### config.mk
export PLATFORM = sky130hd
export DESIGN_NAME = phy_special_ctrl_status
export DESIGN_NICKNAME = d
export VERILOG_FILES = /design/src/phy_special_pkg.sv /design/src/phy_bank_if.sv /design/src/phy_state_bank.sv /design/src/phy_special_ctrl_status.sv
export SDC_FILE = /design/constraint.sdc
export NUM_CORES = 1
export LEC_CHECK = 0
export ABC_AREA = 1
export ABC_CLOCK_PERIOD_IN_PS = 4400
export CAP_MARGIN = 25
export CORE_UTILIZATION = 65
export DETAILED_ROUTE_END_ITERATION = 6
export DONT_BUFFER_PORTS = 1
export HOLD_SLACK_MARGIN = 0.06
export PLACE_DENSITY_LB_ADDON = 0.1
export SYNTH_ARGS = -nofsm -noshare
export SYNTH_HDL_FRONTEND = slang
export SYNTH_SLANG_ARGS = --single-unit
### constraint.sdc
create_clock -name mclk -period 4.4 [get_ports mclk]
set_input_delay 0.88 -clock mclk [delete_from_list [all_inputs] [get_ports mclk]]
set_output_delay 0.88 -clock mclk [all_outputs]
set_load 0.01 [all_outputs]
### src/phy_special_pkg.sv
// Constants shared by the special control/status register block.
// Functional notes
// - Register 0x1F at transceiver addresses 1 and 2.
// - Bit5 polarity reversed, bit4 crossover; reset zero.
// - Bit3 set forces link pass.
// - Bit2 zero enables power saving; resets one.
// - Bit1 loops receive pair onto transmit pair.
// - Bits 15..6 read zero; bit0 reserved writable.
// - Port registers 26/42 share the same state.
package phy_special_pkg;

  // Management frame addressing.
  localparam logic [4:0] REG_SPECIAL  = 5'h1F;
  localparam logic [4:0] PHYAD_FIRST  = 5'h01;
  localparam logic [4:0] PHYAD_SECOND = 5'h02;
  localparam logic [1:0] OP_READ      = 2'h2;
  localparam logic [1:0] OP_WRITE     = 2'h1;
  localparam int         PREAMBLE_LEN = 32;
  localparam logic [3:0] HDR_LAST     = 4'hC;
  localparam logic [3:0] DATA_LAST    = 4'hF;

  // Field positions in the 16-bit register.
  localparam int BIT_POLARITY = 5;
  localparam int BIT_MDIX     = 4;
  localparam int BIT_FORCE    = 3;
  localparam int BIT_PWRSAVE  = 2;
  localparam int BIT_LOOP     = 1;
  localparam int BIT_RESV     = 0;

  // Reset values of the writable fields.
  localparam logic RST_FORCE   = 1'b0;
  localparam logic RST_PWRSAVE = 1'b1;
  localparam logic RST_LOOP    = 1'b0;
  localparam logic RST_RESV    = 1'b0;

  // Switch 8-bit port register addresses and bit positions.
  localparam logic [7:0] SW_CTRL_P1   = 8'h1A;
  localparam logic [7:0] SW_CTRL_P2   = 8'h2A;
  localparam logic [7:0] SW_STAT_P1   = 8'h1E;
  localparam logic [7:0] SW_STAT_P2   = 8'h2E;
  localparam logic [7:0] SW_POL_P1    = 8'h1F;
  localparam logic [7:0] SW_POL_P2    = 8'h2F;
  localparam int         SW_BIT_MDIX  = 7;
  localparam int         SW_BIT_POL   = 5;

endpackage

### src/phy_bank_if.sv
// Carrier between the access logic and the per-transceiver state bank.
`timescale 1ns/10ps
interface phy_bank_if;
  logic       mii_wr;
  logic       mii_sel;
  logic [3:0] mii_bits;
  logic       sw_wr;
  logic       sw_sel;
  logic [2:0] sw_bits;
  logic [1:0] force_link;
  logic [1:0] pwrsave_off;
  logic [1:0] remote_loop;
  logic [1:0] resv0;
  logic [1:0] polarity;
  logic [1:0] mdix;

  modport access (output mii_wr, mii_sel, mii_bits, sw_wr, sw_sel, sw_bits,
                  input force_link, pwrsave_off, remote_loop, resv0, polarity, mdix);
  modport bank   (input mii_wr, mii_sel, mii_bits, sw_wr, sw_sel, sw_bits,
                  output force_link, pwrsave_off, remote_loop, resv0, polarity, mdix);
endinterface

### src/phy_state_bank.sv
// Per-transceiver control and status flip-flops shared by both access paths.
`timescale 1ns/10ps
module phy_state_bank
  import phy_special_pkg::*;
(
  // Clock and reset.
  input  wire logic  mclk,
  input  wire logic  rst_n,
  input  wire logic  ce,
  // Live status from the two transceivers.
  input  wire logic [1:0] polarity_in,
  input  wire logic [1:0] mdix_in,
  // Access side.
  phy_bank_if.bank   bus
);

  // Each transceiver has its own copy; management writes win a same-cycle clash.
  for (genvar i = 0; i < 2; i++) begin : g_phy
    wire mii_hit = bus.mii_wr && (bus.mii_sel == 1'(i));
    wire sw_hit  = bus.sw_wr && (bus.sw_sel == 1'(i));

    // Control fields follow whichever path writes them.
    always_ff @(posedge mclk) begin
      if (!rst_n) begin
        bus.force_link[i]  <= RST_FORCE;
        bus.pwrsave_off[i] <= RST_PWRSAVE;
        bus.remote_loop[i] <= RST_LOOP;
        bus.resv0[i]       <= RST_RESV;
      end else if (ce) begin
        if (mii_hit) begin
          bus.force_link[i]  <= bus.mii_bits[BIT_FORCE];
          bus.pwrsave_off[i] <= bus.mii_bits[BIT_PWRSAVE];
          bus.remote_loop[i] <= bus.mii_bits[BIT_LOOP];
          bus.resv0[i]       <= bus.mii_bits[BIT_RESV];
        end else if (sw_hit) begin
          bus.force_link[i]  <= bus.sw_bits[2];
          bus.pwrsave_off[i] <= bus.sw_bits[1];
          bus.remote_loop[i] <= bus.sw_bits[0];
        end
      end
    end

    // Status fields are sampled from the transceiver every cycle that ce is high.
    always_ff @(posedge mclk) begin
      if (!rst_n) begin
        bus.polarity[i] <= 1'b0;
        bus.mdix[i]     <= 1'b0;
      end else if (ce) begin
        bus.polarity[i] <= polarity_in[i];
        bus.mdix[i]     <= mdix_in[i];
      end
    end
  end

endmodule // phy_state_bank

### src/phy_special_ctrl_status.sv
// Management-frame slave and switch port-register path for the special register.
`timescale 1ns/10ps
module phy_special_ctrl_status
  import phy_special_pkg::*;
#(
  parameter int PREAMBLE_MIN = PREAMBLE_LEN
)(
  // Clock, reset and clock enable.
  input  wire logic       mclk,
  input  wire logic       rst_n,
  input  wire logic       ce,
  // Management pins, sampled as synchronous inputs.
  input  wire logic       mdc,
  input  wire logic       mdio_in,
  output logic            mdio_out,
  output logic            mdio_oe_n,
  // Switch 8-bit port register access.
  input  wire logic [7:0] sw_addr,
  input  wire logic       sw_wr,
  input  wire logic       sw_rd,
  input  wire logic [7:0] sw_wdata,
  output logic [7:0]      sw_rdata,
  output logic            sw_rvalid,
  // Transceiver status in and controls out.
  input  wire logic [1:0] polarity_in,
  input  wire logic [1:0] mdix_in,
  output logic [1:0]      force_link,
  output logic [1:0]      pwrsave_off,
  output logic [1:0]      remote_loop
);

  // Refuse preamble lengths the saturating counter cannot hold.
  if (PREAMBLE_MIN < 1 || PREAMBLE_MIN > 63) begin : g_bad_preamble
    $error("PREAMBLE_MIN must lie between 1 and 63");
  end

  typedef enum logic [1:0] {ST_PRE, ST_HDR, ST_TA, ST_DATA} frame_t;

  phy_bank_if bank_bus ();

  ////////////////////////////////////////////////////////////////////////////
  // State bank instance.

  phy_state_bank u_bank (
    .mclk        (mclk),
    .rst_n       (rst_n),
    .ce          (ce),
    .polarity_in (polarity_in),
    .mdix_in     (mdix_in),
    .bus         (bank_bus.bank)
  );

  // Controls leave the block straight from the bank flip-flops.
  assign force_link  = bank_bus.force_link;
  assign pwrsave_off = bank_bus.pwrsave_off;
  assign remote_loop = bank_bus.remote_loop;

  // Builds the 16-bit register image of one transceiver; high bits stay zero.
  function automatic logic [15:0] special_word(input logic sel);
    logic [15:0] w;
    w = 16'h0000;
    w[BIT_POLARITY] = bank_bus.polarity[sel];
    w[BIT_MDIX]     = bank_bus.mdix[sel];
    w[BIT_FORCE]    = bank_bus.force_link[sel];
    w[BIT_PWRSAVE]  = bank_bus.pwrsave_off[sel];
    w[BIT_LOOP]     = bank_bus.remote_loop[sel];
    w[BIT_RESV]     = bank_bus.resv0[sel];
    return w;
  endfunction

  ////////////////////////////////////////////////////////////////////////////
  // Management frame engine.

  logic        mdc_reg;
  frame_t      state_reg;
  logic [5:0]  ones_reg;
  logic [3:0]  cnt_reg;
  logic [12:0] hdr_reg;
  logic [15:0] shift_reg;
  logic        read_reg;
  logic        hit_reg;
  logic        sel_reg;

  // Edge detect, header decode and next header image.
  wire         mdc_rise  = ce && mdc && !mdc_reg;
  wire [12:0]  hdr_next  = {hdr_reg[11:0], mdio_in};
  wire [4:0]   hdr_phy   = hdr_next[9:5];
  wire         hdr_start = hdr_next[12];
  wire         hdr_read  = hdr_next[11:10] == OP_READ;
  wire         hdr_write = hdr_next[11:10] == OP_WRITE;
  wire         phy_ok    = (hdr_phy == PHYAD_FIRST) || (hdr_phy == PHYAD_SECOND);
  wire         hdr_hit   = hdr_start && phy_ok && (hdr_next[4:0] == REG_SPECIAL)
                           && (hdr_read || hdr_write);
  wire         hdr_sel   = hdr_phy == PHYAD_SECOND;
  wire         pre_done  = ones_reg >= 6'(PREAMBLE_MIN);
  wire         data_end  = cnt_reg == DATA_LAST;
  wire [15:0]  wr_word   = {shift_reg[14:0], mdio_in};

  // Write strobe towards the bank at the last data bit of a write frame.
  assign bank_bus.mii_wr   = mdc_rise && state_reg == ST_DATA && data_end
                             && hit_reg && !read_reg;
  assign bank_bus.mii_sel  = sel_reg;
  assign bank_bus.mii_bits = wr_word[3:0];

  // MDC history for edge detection.
  always_ff @(posedge mclk) begin
    if (!rst_n) begin
      mdc_reg <= 1'b0;
    end else if (ce) begin
      mdc_reg <= mdc;
    end
  end

  // Frame sequencer; every step happens on a rising MDC edge.
  always_ff @(posedge mclk) begin
    if (!rst_n) begin
      state_reg <= ST_PRE;
      ones_reg  <= 6'h00;
      cnt_reg   <= 4'h0;
      hdr_reg   <= 13'h0000;
      shift_reg <= 16'h0000;
      read_reg  <= 1'b0;
      hit_reg   <= 1'b0;
      sel_reg   <= 1'b0;
      mdio_out  <= 1'b1;
      mdio_oe_n <= 1'b1;
    end else if (mdc_rise) begin
      unique case (state_reg)
        ST_PRE: begin
          if (mdio_in) begin
            ones_reg <= (ones_reg == 6'h3F) ? ones_reg : ones_reg + 6'h01;
          end else if (pre_done) begin
            state_reg <= ST_HDR;
            hdr_reg   <= 13'h0000;
            cnt_reg   <= 4'h0;
          end else begin
            ones_reg <= 6'h00;
          end
        end
        ST_HDR: begin
          hdr_reg <= hdr_next;
          cnt_reg <= cnt_reg + 4'h1;
          if (cnt_reg == HDR_LAST) begin
            state_reg <= ST_TA;
            cnt_reg   <= 4'h0;
            read_reg  <= hdr_read;
            hit_reg   <= hdr_hit;
            sel_reg   <= hdr_sel;
            shift_reg <= special_word(hdr_sel);
          end
        end
        ST_TA: begin
          cnt_reg <= cnt_reg + 4'h1;
          if (cnt_reg == 4'h0) begin
            // Second turnaround bit: drive zero on a matching read.
            if (hit_reg && read_reg) begin
              mdio_oe_n <= 1'b0;
              mdio_out  <= 1'b0;
            end
          end else begin
            state_reg <= ST_DATA;
            cnt_reg   <= 4'h0;
            if (hit_reg && read_reg) begin
              mdio_out  <= shift_reg[15];
              shift_reg <= {shift_reg[14:0], 1'b0};
            end
          end
        end
        ST_DATA: begin
          cnt_reg <= cnt_reg + 4'h1;
          if (hit_reg && read_reg) begin
            mdio_out  <= shift_reg[15];
            shift_reg <= {shift_reg[14:0], 1'b0};
          end else begin
            shift_reg <= wr_word;
          end
          if (data_end) begin
            state_reg <= ST_PRE;
            ones_reg  <= 6'h00;
            mdio_oe_n <= 1'b1;
            mdio_out  <= 1'b1;
          end
        end
      endcase
    end
  end

  ////////////////////////////////////////////////////////////////////////////
  // Switch port register path.

  // Address decode of the six port registers that carry these fields.
  wire sw_ctrl = (sw_addr == SW_CTRL_P1) || (sw_addr == SW_CTRL_P2);
  wire sw_stat = (sw_addr == SW_STAT_P1) || (sw_addr == SW_STAT_P2);
  wire sw_pol  = (sw_addr == SW_POL_P1) || (sw_addr == SW_POL_P2);
  wire sw_port = (sw_addr == SW_CTRL_P2) || (sw_addr == SW_STAT_P2) || (sw_addr == SW_POL_P2);

  assign bank_bus.sw_wr   = ce && sw_wr && sw_ctrl;
  assign bank_bus.sw_sel  = sw_port;
  assign bank_bus.sw_bits = sw_wdata[BIT_FORCE:BIT_LOOP];

  // Read image of the addressed port register; unmapped bits read zero.
  logic [7:0] sw_word;
  always_comb begin
    sw_word = 8'h00;
    if (sw_ctrl) begin
      sw_word[BIT_FORCE]   = bank_bus.force_link[sw_port];
      sw_word[BIT_PWRSAVE] = bank_bus.pwrsave_off[sw_port];
      sw_word[BIT_LOOP]    = bank_bus.remote_loop[sw_port];
    end else if (sw_stat) begin
      sw_word[SW_BIT_MDIX] = bank_bus.mdix[sw_port];
    end else if (sw_pol) begin
      sw_word[SW_BIT_POL]  = bank_bus.polarity[sw_port];
    end
  end

  // Read answer one cycle after the request.
  always_ff @(posedge mclk) begin
    if (!rst_n) begin
      sw_rdata  <= 8'h00;
      sw_rvalid <= 1'b0;
    end else if (ce) begin
      sw_rvalid <= sw_rd;
      sw_rdata  <= sw_rd ? sw_word : 8'h00;
    end
  end

endmodule // phy_special_ctrl_status

==> results.ini <==
[routing]
wl_um=6870
post_drt_via_cell_ratio=5.27
drt_iter0_drc=116
remaining_drc_errors=0
firstDrtPassIters=4
wl_per_cell_um=11.9
ant_nets=0
num_vias=3059

[yosys]
synth.cells.most_frequent=nand2_1, dfxtp_1, nor2_1
yosysTopAreaCellShare=0.372
syn_area_mm2=0.00344
ys_seq_area_frac=0.372
synthArstFlopShare=0
yosys.area.top_type=dfxtp_1
synth_area_leaders=dfxtp_1, nand2_1, nor2_1
ys_warn_count=0
synth_edf_count=0
synth.avg_cell_area_um2=6.73
yosys.cell_count.top_type=nand2_1
synth-seq-cells=64
ys.flop_type=dfxtp_1
synth_cell_types=31
netlist_instances=512

[global_route]
antenna_found_initial=0
grt_pass1_vias=2623
grtUsageTotal=0.262
gr-total-overflow=0
grt_pass1_wl_um=11100
grt_start_max_net_pins=33

[timing]
setup_tns_ps=0
tightest_slew_ps=670
finalClockSkew_ps=10.4
period_minus_slack_ps=2010
maxSlewViolCount=0
setup_violations=0
slew_headroom=0.552
rsz0062_at_grt=false
period_share=0.457
hold_violations=0
max_freq_mhz=498

[layout]
nFillCells=455
fin_cells=580
drive_gt1_frac=0.0961
syn_to_final_growth_pct=5.45
n_antenna_cell=0
largest_reg_flops=16
fin_area_mm2=0.00363
area.sequential_mm2=0.00128
fin_nets=542
multiInputGateArea_mm2=0.00183

[setup_path]
worstPathRequired_ps=4630
cp-start-kind=register
crit_path_cell_trace=inv_1, ha_1, nor2_1, inv_1, nand3_1, nor2_1, nand2_1, nand3_1
cp-end-kind=register
slowest_delay_ps=400
crit_slowest_cell=nor2_1
path_class=reg2reg
cp_max_fo=16
arrival_ps=2240

[flow_run]
cap_violations=0

[power]
p_leak_nw=1.46
p_switching_uw=265
p_int_uw=917
power_density_mw_per_mm2=325
power_frac_comb=0.038
p_seq_frac=0.498
clock_power_share=0.464
p_total_mw=1.18
vdd.ir_drop.worst_mv=0.260
swShare=0.224

[clocking]
clkSinkCount=64
cts_resized=0
clk_pin_slew_ps=70
worstSkewPairLatency_ps=350
clk_path_buf_depth=2
htreeDepth=3
numCtsBuffers=9
cts_setup_buffers=0
root_buffer=clkbuf_8
ctsHoldBuffers=0
cts_tree=yes

[worst_hold_path]
hold_path.class=reg2reg

[die]
dieArea_mm2=0.00559
die_w_um=74.8
start_util=0.674
io_pins=44
die_height_um=74.8
core_mm2=0.00511
num_rows=26

[place]
place_inst=564
placed_area_mm2=0.00341
gp_routability_congestion=0.854
place_hpwl_um=4980
numPortBuffers=0

[status]
status=completed

cells in the final DEF (no fill, tap or decap), types with 2 or more instances in the layout:
| master | count |
|---|---|
| a21oi_2 | 10 |
| clkinvlp_4 | 3 |
| nand2_1 | 136 |
| conb_1 | 3 |
| clkinv_2 | 2 |
| clkbuf_8 | 9 |
| o21ai_0 | 22 |
| nor3_1 | 5 |
| nand3_1 | 41 |
| inv_1 | 51 |
| inv_2 | 3 |
| nor2_2 | 3 |
| dfxtp_1 | 64 |
| nand2_2 | 4 |
| nand3_2 | 3 |
| ha_1 | 10 |
| nand4_1 | 11 |
| bufinv_16 | 2 |
| nor2_1 | 63 |
| o21ai_1 | 20 |
| a21oi_1 | 32 |
| nor2_4 | 3 |
| o211ai_1 | 2 |
worst paths after layout:
check	end	start	cells after the start	slack, ps
setup reg to reg	mdio_oe_n	state_reg[0]	8	2390
setup / recovery	mdio_oe_n	state_reg[0]	8	2390
hold reg to reg	u_bank.bus.resv0[1]	u_bank.bus.resv0[1]	2	450
hold / removal	u_bank.bus.resv0[1]	u_bank.bus.resv0[1]	2	450
worst max-delay path: cells and delay by family, from the launching register on:
kind                       cells  cell delay, ps
DFF                            1             380
buffers and inverters          2             470
and+or+nand+nor                5             770
adders and majority gates      1             270
power by group through the flow:
| stage | registers, mW | logic (mW) | clock network [mW] |
|---|---|---|---|
| 6_report | 0.589 | 0.0446 | 0.549 |
| 5_1_grt | 0.589 | 0.0513 | 0.581 |
| 4_1_cts | 0.589 | 0.0446 | 0.561 |
| 3_5_place_dp | 0.602 | 0.0443 | 0 |
| 3_3_place_gp | 0.602 | 0.0433 | 0 |
| 2_1_floorplan | 0.601 | 0.0432 | 0 |
cell families (layout without fill, tap and decap cells):
kind of cell	Yosys count	in the layout	share of synthesized area
simple gates	272	272	0.344
compound gates	88	88	0.145
buf+inv	76	72	0.0996
flops	64	64	0.372
fa+ha+maj	10	10	0.0363
other cells	1	3	0.00109
xor+xnor	1	1	0.00254
routing by layer:
| layer | vias up | wire (µm) | global-route usage |
|---|---|---|---|
| li1 | 1621 | - | - |
| met1 | 1359 | 3220 | 0.325 |
| met2 | 70 | 3210 | 0.438 |
| met3 | 9 | 322 | 0.0428 |
| met4 | 0 | 115 | 0.136 |
| met5 | - | 0 | 0 |
area by class of cell:
cell class | instances | area share
inverter | 55 | 0.0572
clock inverter | 7 | 0.0265
multi-input combinational | 374 | 0.503
timing repair buffer | 1 | 0.00207
clock buffer | 9 | 0.0341
sequential | 64 | 0.353
tap | 70 | 0.0241
through the flow:
stage	setup WS [ps]	hold WS, ps	util
6_report	2390	450	0.711
5_1_grt	2170	482	0.711
4_1_cts	2400	449	0.711
3_5_place_dp	2340	438	0.668
3_3_place_gp	2340	430	0.668
2_1_floorplan	2490	424	-
Power figures use the tool's default switching activity.
